**config.mk**
```make
export PLATFORM = sky130hd
export DESIGN_NAME = timebase_and_watchdog_timer
export DESIGN_NICKNAME = d
export VERILOG_FILES = /design/src/rtl/tbwd_pkg.sv /design/src/rtl/timebase_and_watchdog_timer.sv
export SDC_FILE = /design/constraint.sdc
export NUM_CORES = 1
export LEC_CHECK = 0
export BUFFER_PORTS_ARGS = -buffer_cell sky130_fd_sc_hd__buf_2
export CAP_MARGIN = 15
export CORE_ASPECT_RATIO = 0.5
export CORE_MARGIN = 8
export CORE_UTILIZATION = 30
export CTS_CLUSTER_SIZE = 8
export DETAILED_ROUTE_END_ITERATION = 12
export PLACE_DENSITY = 0.48
export RECOVER_POWER = 50
export SLEW_MARGIN = 20
export SYNTH_ARGS = -nofsm -noshare
export SYNTH_HDL_FRONTEND = slang
export SYNTH_SLANG_ARGS = --single-unit
```
**constraint.sdc**
```tcl
create_clock -name clk -period 6.5 [get_ports clk]
set_clock_uncertainty 0.05 [all_clocks]
set_input_delay 1.3 -clock clk [delete_from_list [all_inputs] [get_ports clk]]
set_output_delay 1.3 -clock clk [all_outputs]
set_load 0.02 [all_outputs]
```
**src/rtl/tbwd_pkg.sv**
```systemverilog
package tbwd_pkg;

    // Register byte addresses.
    localparam logic [7:0] TB_CTRL_ADDR   = 8'h00;
    localparam logic [7:0] WD_CTRL_ADDR   = 8'h04;
    localparam logic [7:0] WATCH_CTRL_ADDR = 8'h08;
    localparam logic [7:0] IRQ_STAT_ADDR  = 8'h0c;
    localparam logic [7:0] IRQ_MASK_ADDR  = 8'h10;
    localparam logic [7:0] TB_COUNT_ADDR  = 8'h14;
    localparam logic [7:0] WD_STAT_ADDR   = 8'h18;

    // Time-base control fields.
    localparam int TB_SEL_LO_BIT   = 0;
    localparam int TB_IRQ_EN_BIT   = 2;
    localparam int TB_OVF_BIT      = 3;
    localparam int TB_CLEAR_BIT    = 4;
    // Watchdog control fields.
    localparam int WD_SEL_LO_BIT   = 0;
    localparam int WD_ACTIVATE_BIT = 7;
    // Watch control field.
    localparam int WD_SRC_BIT      = 0;
    // Interrupt status bits.
    localparam int IRQ_TB_BIT      = 0;

    localparam int TB_WIDTH        = 18;
    localparam logic [7:0] TB_IRQ_NUMBER = 8'h10;

    // Time-base carry taps for the four interval choices (2^12,14,16,19 HCLK).
    localparam int TB_TAP0 = 10;
    localparam int TB_TAP1 = 12;
    localparam int TB_TAP2 = 14;
    localparam int TB_TAP3 = 17;
    // Watchdog time-base taps: 2^14,16,18,21 HCLK periods over 4 counts of 2 HCLK.
    localparam int WD_TB_TAP0 = 10;
    localparam int WD_TB_TAP1 = 12;
    localparam int WD_TB_TAP2 = 14;
    localparam int WD_TB_TAP3 = 17;
    // Watch timer taps: 2^12,15,16,17 sub-clock periods over 4 counts.
    localparam int WD_WT_TAP0 = 9;
    localparam int WD_WT_TAP1 = 12;
    localparam int WD_WT_TAP2 = 13;
    localparam int WD_WT_TAP3 = 14;

    localparam logic [1:0]  WD_COUNT_RESET = 2'h0;
    localparam logic [17:0] TB_COUNT_RESET = 18'h00000;

    // Bounds of the reset time, in nanoseconds.
    localparam real WD_MIN_TB_NS = 3580000.0;
    localparam real WD_MAX_TB_NS = 589820000.0;
    localparam real WD_MAX_SC_NS = 18432000000.0;

    typedef enum logic [1:0] {
        WD_OFF    = 2'b00,
        WD_ARMED  = 2'b01,
        WD_FIRED  = 2'b10
    } wd_state_t;

endpackage

```
**src/rtl/timebase_and_watchdog_timer.sv**
```systemverilog
`timescale 1ns/1ps
// How it works
// - Eighteen-bit time-base counter counts up once per main clock (oscillator/2).
// - Carry of the selected interval bit sets the overflow flag and raises a request.
// - Overflow reaches the interrupt line only while the enable bit is one.
// - Four interval choices: 2^12, 2^14, 2^16, 2^19 oscillator periods.
// - Divided taps of the counter go to stabilisation timer and peripherals.
// - Time-base overflow is delivered as interrupt request number 16 (0x10).
// - Watchdog is a two-bit counter advanced by a time-base or watch-timer carry.
// - CPU reset is asserted when the interval passes without a clear.
// - A source bit in the watch control register picks time-base or watch carry.
// - A two-bit field in the watchdog control register picks one of four taps.
// - Reset falls between the documented minimum and maximum for each source.
// - Clearing the time-base counter restarts the watchdog's time-base clock source, not the watch timer.
// - The watch timer feeding the watchdog always counts on the sub clock.
module timebase_and_watchdog_timer
    import tbwd_pkg::*;
#(
    parameter int WT_WIDTH = 15
) (
    // Clock and reset.
    input  wire logic        clk,
    input  wire logic        reset,
    // Main-clock and sub-clock count ticks, one cycle each.
    input  wire logic        mainTick,
    input  wire logic        subTick,
    // AHB-Lite slave.
    input  wire logic        hsel,
    input  wire logic [7:0]  haddr,
    input  wire logic [1:0]  htrans,
    input  wire logic        hwrite,
    input  wire logic [2:0]  hsize,
    input  wire logic        hready,
    input  wire logic [31:0] hwdata,
    output logic      [31:0] hrdata,
    output logic             hreadyout,
    output logic             hresp,
    // Interrupt and reset outputs.
    output logic             irq,
    output logic      [7:0]  irqNumber,
    output logic             cpuReset,
    // Divided clock taps.
    output logic      [TB_WIDTH-1:0] tbTaps
);
    import tbwd_pkg::*;

    typedef struct packed {
        logic [TB_WIDTH-1:0] tbCount;
        logic [WT_WIDTH-1:0] wtCount;
        logic [1:0]          tbSel;
        logic                tbIrqEnable;
        logic                tbOverflowFlag;
        logic [1:0]          wdSel;
        logic                wdSource;
        logic [1:0]          wdCount;
        wd_state_t           wdState;
        logic                irqStatus;
        logic                irqMask;
        logic                wrPending;
        logic [7:0]          wrAddr;
        logic [31:0]         rdata;
        logic                irq;
        logic                cpuReset;
        logic [TB_WIDTH-1:0] tbTaps;
    } state_t;

    state_t s;
    state_t next_s;

    logic tbCarry;
    logic wdTbCarry;
    logic wdWtCarry;
    logic wdAdvance;
    logic tbClear;
    logic wdClear;
    logic wdActivate;
    logic [TB_WIDTH-1:0] tbInc;
    logic [WT_WIDTH-1:0] wtInc;

    function automatic logic [TB_WIDTH-1:0] carryOut(
        input logic [TB_WIDTH-1:0] oldV, input logic [TB_WIDTH-1:0] newV);
        carryOut = oldV & ~newV;
    endfunction

    wire addrPhase = hsel && hready && htrans[1];

    always_comb begin
        logic [TB_WIDTH-1:0] tbFall;
        logic [WT_WIDTH-1:0] wtFall;
        next_s     = s;
        tbInc      = s.tbCount + TB_WIDTH'(1);
        wtInc      = s.wtCount + WT_WIDTH'(1);
        tbFall     = mainTick ? carryOut(s.tbCount, tbInc) : '0;
        wtFall     = subTick ? (s.wtCount & ~wtInc) : '0;
        tbClear    = 1'b0;
        wdClear    = 1'b0;
        wdActivate = 1'b0;

        // Write data phase.
        next_s.wrPending = addrPhase && hwrite;
        next_s.wrAddr    = haddr;
        if (s.wrPending) begin
            unique case (s.wrAddr)
                TB_CTRL_ADDR: begin
                    next_s.tbSel       = hwdata[TB_SEL_LO_BIT +: 2];
                    next_s.tbIrqEnable = hwdata[TB_IRQ_EN_BIT];
                    tbClear            = hwdata[TB_CLEAR_BIT];
                end
                WD_CTRL_ADDR: begin
                    next_s.wdSel = hwdata[WD_SEL_LO_BIT +: 2];
                    // A write with the activate bit arms an inactive watchdog or clears an armed one.
                    wdActivate   = hwdata[WD_ACTIVATE_BIT];
                    wdClear      = hwdata[WD_ACTIVATE_BIT];
                end
                WATCH_CTRL_ADDR: next_s.wdSource = hwdata[WD_SRC_BIT];
                IRQ_MASK_ADDR:   next_s.irqMask  = hwdata[IRQ_TB_BIT];
                default: ;
            endcase
        end

        // Time-base counter.
        next_s.tbCount = mainTick ? tbInc : s.tbCount;
        if (tbClear) begin
            next_s.tbCount = TB_COUNT_RESET;
        end
        // The watch timer runs on sub-clock ticks only.
        next_s.wtCount = subTick ? wtInc : s.wtCount;

        unique case (s.tbSel)
            2'h0: tbCarry = tbFall[TB_TAP0];
            2'h1: tbCarry = tbFall[TB_TAP1];
            2'h2: tbCarry = tbFall[TB_TAP2];
            default: tbCarry = tbFall[TB_TAP3];
        endcase
        unique case (s.wdSel)
            2'h0: begin
                wdTbCarry = tbFall[WD_TB_TAP0];
                wdWtCarry = wtFall[WD_WT_TAP0];
            end
            2'h1: begin
                wdTbCarry = tbFall[WD_TB_TAP1];
                wdWtCarry = wtFall[WD_WT_TAP1];
            end
            2'h2: begin
                wdTbCarry = tbFall[WD_TB_TAP2];
                wdWtCarry = wtFall[WD_WT_TAP2];
            end
            default: begin
                wdTbCarry = tbFall[WD_TB_TAP3];
                wdWtCarry = wtFall[WD_WT_TAP3];
            end
        endcase
        if (tbClear) begin
            tbCarry   = 1'b0;
            wdTbCarry = 1'b0;
        end

        // Overflow flag: set wins over a software clear in the same cycle.
        if (s.wrPending && s.wrAddr == TB_CTRL_ADDR && !hwdata[TB_OVF_BIT]) begin
            next_s.tbOverflowFlag = 1'b0;
        end
        if (s.wrPending && s.wrAddr == IRQ_STAT_ADDR && hwdata[IRQ_TB_BIT]) begin
            next_s.irqStatus = 1'b0;
        end
        if (tbCarry) begin
            next_s.tbOverflowFlag = 1'b1;
            next_s.irqStatus      = 1'b1;
        end

        // Watchdog: source 1 is the time-base carry, 0 the watch timer.
        wdAdvance = s.wdSource ? wdTbCarry : wdWtCarry;
        unique case (s.wdState)
            WD_OFF: begin
                if (wdActivate) begin
                    next_s.wdState = WD_ARMED;
                    next_s.wdCount = WD_COUNT_RESET;
                end
            end
            WD_ARMED: begin
                if (wdClear) begin
                    next_s.wdCount = WD_COUNT_RESET;
                end else if (wdAdvance) begin
                    // Fourth carry after a clear overflows the two-bit counter.
                    if (s.wdCount == 2'h3) begin
                        next_s.wdState = WD_FIRED;
                    end
                    next_s.wdCount = s.wdCount + 2'h1;
                end
            end
            WD_FIRED: next_s.wdState = WD_FIRED;
            default:  next_s.wdState = WD_OFF;
        endcase

        next_s.cpuReset = (next_s.wdState == WD_FIRED);
        // Flag is raised regardless of enable; the line is gated by it.
        next_s.irq      = next_s.tbOverflowFlag && next_s.tbIrqEnable
                          && next_s.irqStatus && next_s.irqMask;
        next_s.tbTaps   = next_s.tbCount;

        // Read data, registered for the data phase.
        next_s.rdata = 32'h00000000;
        if (addrPhase && !hwrite) begin
            unique case (haddr)
                TB_CTRL_ADDR: next_s.rdata = {27'h0, 1'b0, s.tbOverflowFlag,
                                              s.tbIrqEnable, s.tbSel};
                WD_CTRL_ADDR:    next_s.rdata = {30'h0, s.wdSel};
                WATCH_CTRL_ADDR: next_s.rdata = {31'h0, s.wdSource};
                IRQ_STAT_ADDR:   next_s.rdata = {31'h0, s.irqStatus};
                IRQ_MASK_ADDR:   next_s.rdata = {31'h0, s.irqMask};
                TB_COUNT_ADDR:   next_s.rdata = {14'h0, s.tbCount};
                WD_STAT_ADDR:    next_s.rdata = {28'h0, s.wdState, s.wdCount};
                default:         next_s.rdata = 32'h00000000;
            endcase
        end
    end

    always_ff @(posedge clk) begin
        if (reset) begin
            s <= '0;
        end else begin
            s <= next_s;
        end
    end

    assign hrdata    = s.rdata;
    assign hreadyout = 1'b1;
    assign hresp     = 1'b0;
    assign irq       = s.irq;
    assign irqNumber = TB_IRQ_NUMBER;
    assign cpuReset  = s.cpuReset;
    assign tbTaps    = s.tbTaps;
endmodule

```
==> flow_metrics.env, run 1 <==
export IMPL_clock_root_buffer="clkbuf_16"
export IMPL_violations="capacitance limit, slew limit"
export IMPL_ys_types=43
export IMPL_wl_per_cell_um=13.0
export IMPL_vias=2474
export IMPL_antenna_found_initial=0
export IMPL_grt_pass1_vias=2408
export IMPL_fmax_mhz=296
export IMPL_criticalPathCategory="in -> reg"
export IMPL_cts_made_buffers=9
export IMPL_relSlewSlack_pct=-15.6
export IMPL_post_place_ws_ps=3130
export IMPL_p_leak_uw=0.00164
export IMPL_power_total_uw=959
export IMPL_via_per_inst=4.21
export IMPL_crit_cells=6
export IMPL_slowest_delay_ps=650
export IMPL_syn_avg_cell_area_um2=9.18
export IMPL_critPathCapture="hrdata[10]$_SDFF_PP0_"
export IMPL_ios=114
export IMPL_cap_violations=1
export IMPL_die_y_um=94.0
export IMPL_r2r_end="cpuReset$_SDFF_PP0_"
export IMPL_ys_ff_latch=75
export IMPL_ys_seq_area_share_pct=41.1
export IMPL_ys_flop_type="dfxtp_1"
export IMPL_yosysWarnings=0
export IMPL_wirelength_mm=7.64
export IMPL_drive_gt1_share_pct=13.0
export IMPL_grt_overflow_total=0
export IMPL_initialDrtViolationCount=82
export IMPL_clkTransAtPathRegs_ps=50
export IMPL_reg2reg_depth=9
export IMPL_layout_nets=481
export IMPL_status="finished with violations"
export IMPL_peakVddDrop_uv=125
export IMPL_netlist_instances=398
export IMPL_row_count=28
export IMPL_post_cts_setup_buffer_count=0
export IMPL_cts_tree="built"
export IMPL_hold_buffers=0
export IMPL_cp_slowest_cell="clkbuf_1"
export IMPL_fin_crit_sh_pct=52.0
export IMPL_grtUsageMet2_pct=14.7
export IMPL_drtPass1Iterations=4
export IMPL_drc=0
export IMPL_crit_fanout=39
export IMPL_core_area_um2=11800
export IMPL_slew_viol_final=40
export IMPL_cp_cell_sequence="clkbuf_1, and4b_1, nand3_1, nor3_1, buf_4, and2_1"
export IMPL_cts_sinks=75
export IMPL_hold_viol_final=0
export IMPL_rrSetupSlack_ps=3780
export IMPL_hold_class="reg -> reg"
export IMPL_fin_crit_ps=3380
export IMPL_place_hpwl_mm=5.70
export IMPL_cts_buffer_depth=2
export IMPL_initial_core_util_pct=30.8
export IMPL_globalRouteMet3Util_pct=4.11
export IMPL_worstPathArrival_ps=3610
export IMPL_synth_edf_count=0
export IMPL_crit_path_end_kind="flop"
export IMPL_grt_max_degree=40
export IMPL_ant_nets=0
export IMPL_startpoint_type="input pin"
export IMPL_grt_pass1_wl_mm=12.4
export IMPL_p_per_area_nw_per_um2=242
export IMPL_cp_num_buf_inv=2
export IMPL_synthArstFlopShare_pct=0
export IMPL_area_delta_synth_final_pct=8.43
export IMPL_path_delay_family="simple AND/OR/NAND/NOR gates"
export IMPL_n_antenna_cell=0
export IMPL_setup_tns_final_ps=0
export IMPL_gp_congestion=0.726
export IMPL_portBuffers=59
export IMPL_track_usage_pct=9.87
export IMPL_worstReg2RegStart="tbTaps[3]$_SDFFE_PP0P_"
export IMPL_worstMarginPinSlew_ps=1730
export IMPL_post_cts_resized=0
export IMPL_busiest_layer="met2"
export IMPL_die_w_um=172
export IMPL_rsz0062_at_grt="false"
export IMPL_setup_viol=0
export IMPL_fin_ws_ps=3120
export IMPL_htree_levels=3
export IMPL_cp_startpoint="reset"
export IMPL_clkLatencyLatePin_ps=340
export IMPL_required_ps=6730
export IMPL_die_area_um2=16200
export IMPL_use_met1_pct=12.7
export IMPL_synth_area_um2=3650
-- report_power, final --
part,internal [µW],leakage [µW],switching (µW)
clock network,257,0.000127,179
registers,466,0.000607,6.30
logic,15.4,0.000905,36.1
-- layout make-up --
class / instances / area (µm²)
Sequential cell: 75 / 1500
Clock buffer: 13 / 240
Fill cell: 1260 / 7880
Tap cell: 165 / 206
Timing Repair Buffer: 60 / 270
Inverter: 8 / 30.0
Multi-Input combinational cell: 264 / 1700
Clock inverter: 3 / 15.0
-- synthesized netlist by cell type, drive strengths merged (3+ instances only) --
master | n | area share [%]
and3 | 9 | 1.6
nor2 | 55 | 5.7
inv | 8 | 0.82
and2 | 15 | 2.6
nand3 | 17 | 2.3
xor2 | 19 | 4.6
nor3 | 3 | 0.41
nand4 | 11 | 1.9
a21oi | 11 | 1.5
and4 | 4 | 0.96
o21ai | 3 | 0.41
clkbuf | 5 | 0.51
nand3b | 3 | 0.62
nor2b | 10 | 1.7
nor4 | 6 | 1.4
dfxtp | 75 | 41
mux2i | 17 | 4.7
xnor2 | 4 | 0.96
nand2 | 18 | 1.8
mux4 | 3 | 1.8
ha | 11 | 3.8
buf | 68 | 13
-- tightest hold or removal path: cells and delay by family, from the launching register on --
kind | cells | cell delay [ps]
and+or+nand+nor | 1 | 70
DFF | 1 | 330
muxes | 1 | 70
-- kinds of logic (layout without fill, tap and decap cells) --
family | after synthesis | in the layout | synth area share [%]
AND/OR/NAND/NOR | 160 | 160 | 23.4
buffers and inverters | 81 | 84 | 14.7
flip-flops | 75 | 75 | 41.1
AO/OA/AOI/OAI | 26 | 26 | 4.76
XOR/XNOR | 23 | 23 | 5.52
multiplexers | 20 | 20 | 6.51
adder cells (fa/ha/maj) | 11 | 11 | 3.77
other | 2 | 24 | 0.206
-- stage by stage --
stage / hold WS (ps) / area [µm²] / cells / util (%)
floorplan: 405 / 3730 / 420 / -
global placement: 434 / 3740 / 572 / 31.6
detailed placement: 444 / 3740 / 572 / 31.6
CTS: 453 / 3990 / 588 / 33.7
global route: 474 / 3960 / 588 / 33.4
finish: 457 / 3960 / 588 / 33.4
-- layout by cell type, fill, tap and decap left out, types with 5 or more instances in the layout --
master,count
a21oi_1,11
and2_1,14
and3_1,8
buf_2,33
clkbuf_1,30
clkbuf_16,9
conb_1,24
dfxtp_1,75
ha_1,11
inv_1,8
mux2i_1,17
nand2_1,18
nand3_1,17
nand4_1,11
nor2_1,55
nor2b_1,10
nor4_1,5
xor2_1,19
-- worst min-delay path by stage --
stage	to	from	depth (start not counted)	slack (ps)
after CTS	s[73]$_SDFFE_PP0P_	s[73]$_SDFFE_PP0P_	2	450
after floorplan	s[73]$_SDFFE_PP0P_	s[73]$_SDFFE_PP0P_	2	400
after detailed placement	s[88]$_SDFFE_PP0P_	s[88]$_SDFFE_PP0P_	2	440
final	s[88]$_SDFFE_PP0P_	s[88]$_SDFFE_PP0P_	2	460
after global placement	s[88]$_SDFFE_PP0P_	s[88]$_SDFFE_PP0P_	2	430
after global routing	s[73]$_SDFFE_PP0P_	s[73]$_SDFFE_PP0P_	2	470
-- per-layer routing --
layer | wire [µm] | part of all wire [%] | up-vias
met5 | 0 | 0 | -
met2 | 3210 | 42 | 61
met4 | 87 | 1.1 | 0
met3 | 662 | 8.7 | 7
met1 | 3680 | 48 | 1101
li1 | - | - | 1305
-- registers in the layout, indices dropped and copies added (netlist names) --
signal,count
s,37
cpuReset,1
irq,1
hrdata,18
tbTaps,18
Power figures use the tool's default switching activity.
==> run 2: changes to the inputs <==
==> constraint.sdc (replaced) <==
create_clock -name clk -period 3.33 [get_ports clk]
set_clock_uncertainty 0.05 [all_clocks]
set_input_delay 0.666 -clock clk [delete_from_list [all_inputs] [get_ports clk]]
set_output_delay 0.666 -clock clk [all_outputs]
set_load 0.02 [all_outputs]
==> run 2 against run 1 <==
The flow still finishes with violations (capacitance limit, slew limit). Sequential share of layout area rose by 0.11 points. Die area stayed put. Hold slack lost 9.1 ps. First-iteration DRC count down 1.2%. Setup slack got worse by 2500 ps. Flip-flop and latch count stayed put. Utilization down 0.095 points.
==> flow_metrics.env, run 2 (same netlist as run 1, synthesis figures left out) <==
export IMPL_worstPathArrival_ps=2920
export IMPL_grt_pass1_vias=2506
export IMPL_initial_core_util_pct=30.8
export IMPL_wirelength_mm=7.82
export IMPL_antenna_found_initial=0
export IMPL_hold_viol_final=0
export IMPL_clock_root_buffer="clkbuf_16"
export IMPL_wl_per_cell_um=13.4
export IMPL_relSlewSlack_pct=-18.8
export IMPL_clkLatencyLatePin_ps=330
export IMPL_place_hpwl_mm=5.77
export IMPL_worstReg2RegStart="tbTaps[4]$_SDFFE_PP0P_"
export IMPL_crit_path_end_kind="flop"
export IMPL_htree_levels=3
export IMPL_cts_tree="built"
export IMPL_fin_crit_sh_pct=81.2
export IMPL_crit_fanout=6
export IMPL_fin_util_pct=33.3
export IMPL_die_y_um=94.0
export IMPL_power_total_uw=1840
export IMPL_largest_reg_flops=37
export IMPL_post_cts_resized=0
export IMPL_ant_nets=0
export IMPL_whs_ps=448
export IMPL_final_cell_mix="dfxtp_1 (75), nor2_1 (55), clkbuf_1 (33), buf_2 (29), conb_1 (24)"
export IMPL_layout_nets=483
export IMPL_die_area_um2=16200
export IMPL_p_per_area_nw_per_um2=465
export IMPL_criticalPathCategory="reg -> reg"
export IMPL_cts_sinks=75
export IMPL_critPathCapture="cpuReset$_SDFF_PP0_"
export IMPL_r2r_end="cpuReset$_SDFF_PP0_"
export IMPL_drtPass1Iterations=4
export IMPL_cap_violations=1
export IMPL_ios=114
export IMPL_fin_crit_ps=2700
export IMPL_cp_startpoint="tbTaps[4]$_SDFFE_PP0P_"
export IMPL_cts_made_buffers=9
export IMPL_required_ps=3550
export IMPL_violations="capacitance limit, slew limit"
export IMPL_startpoint_type="flop"
export IMPL_cts_buffer_depth=2
export IMPL_peakVddDrop_uv=240
export IMPL_row_count=28
export IMPL_worstMarginPinSlew_ps=1780
export IMPL_n_antenna_cell=0
export IMPL_p_leak_uw=0.00162
export IMPL_vias=2524
export IMPL_initialDrtViolationCount=81
export IMPL_final_common_cell="dfxtp_1"
export IMPL_hold_buffers=0
export IMPL_clkTransAtPathRegs_ps=50
export IMPL_reg2reg_depth=9
export IMPL_setup_viol=0
export IMPL_core_area_um2=11800
export IMPL_drc=0
export IMPL_gp_congestion=0.725
export IMPL_hold_class="reg -> reg"
export IMPL_rrSetupSlack_ps=630
export IMPL_slew_viol_final=39
export IMPL_max_flop_register="s"
export IMPL_rsz0062_at_grt="false"
export IMPL_post_cts_setup_buffer_count=0
export IMPL_fmax_mhz=370
export IMPL_status="finished with violations"
export IMPL_drive_gt1_share_pct=11.9
export IMPL_setup_tns_final_ps=0
export IMPL_grt_overflow_total=0
export IMPL_die_w_um=172
export IMPL_track_usage_pct=10.2
export IMPL_grt_max_degree=39
export IMPL_grt_pass1_wl_mm=12.8
export IMPL_area_delta_synth_final_pct=8.12
export IMPL_fill_cells=1251
export IMPL_via_per_inst=4.31
export IMPL_portBuffers=59
run 2: cell types whose count changed in the layout (fill, tap and decap cells not counted):
cell and delta:
clkinv_2 -2, buf_4 +1, clkbuf_1 +3, buf_2 -4
run 2: stage by stage:
stage / instance area (µm²) / worst slack [ps] / std cells
after global placement: 3750 / 577 / 574
final: 3950 / 626 / 586
after detailed placement: 3750 / 613 / 574
after CTS: 3990 / 577 / 586
after global routing: 3950 / 341 / 586
after floorplan: 3730 / 1020 / 420
run 2: routing by layer:
metal	GRT usage, %	share of wire, %	routed length, µm	vias to the layer above
met5	0	0	0	-
met4	4.28	1.7	134	0
met3	3.86	6.5	510	9
met2	15.5	43	3370	65
met1	12.9	49	3810	1145
li1	-	-	-	1305
run 2: critical path, stage by stage, from the launching register on:
cell and delay, ps:
dfxtp_1 420, nand4_1 220, nor4_1 450, and3_1 240, ha_1 180, nand2_1 70
a31oi_1 260, a41oi_2 200, nor4b_4 330, a22o_1 220
run 2: how the worst min path moves through the flow:
stage	startpoint	endpoint	slack (ps)	depth (start not counted)
6_report	s[66]$_SDFFE_PP0P_	s[66]$_SDFFE_PP0P_	450	2
5_1_grt	s[73]$_SDFFE_PP0P_	s[73]$_SDFFE_PP0P_	480	2
4_1_cts	s[66]$_SDFFE_PP0P_	s[66]$_SDFFE_PP0P_	450	2
3_5_place_dp	s[66]$_SDFFE_PP0P_	s[66]$_SDFFE_PP0P_	450	2
3_3_place_gp	s[88]$_SDFFE_PP0P_	s[88]$_SDFFE_PP0P_	430	2
2_1_floorplan	s[73]$_SDFFE_PP0P_	s[73]$_SDFFE_PP0P_	400	2
run 2: final cells by class:
type | instances | area [µm²] | share of cell area [%]
clock buffers | 11 | 233 | 5.89
clock inverters | 1 | 5.00 | 0.127
inverters | 8 | 30.0 | 0.760
multi-input cells | 264 | 1700 | 43.0
flip-flops and latches | 75 | 1500 | 38.0
well taps | 165 | 206 | 5.23
repair buffers | 62 | 277 | 7.00
run 2: power breakdown:
part	internal [µW]	total (µW)	switching, µW
registers	909	922	12.5
clock network	485	813	327
logic	30.2	102	71.4
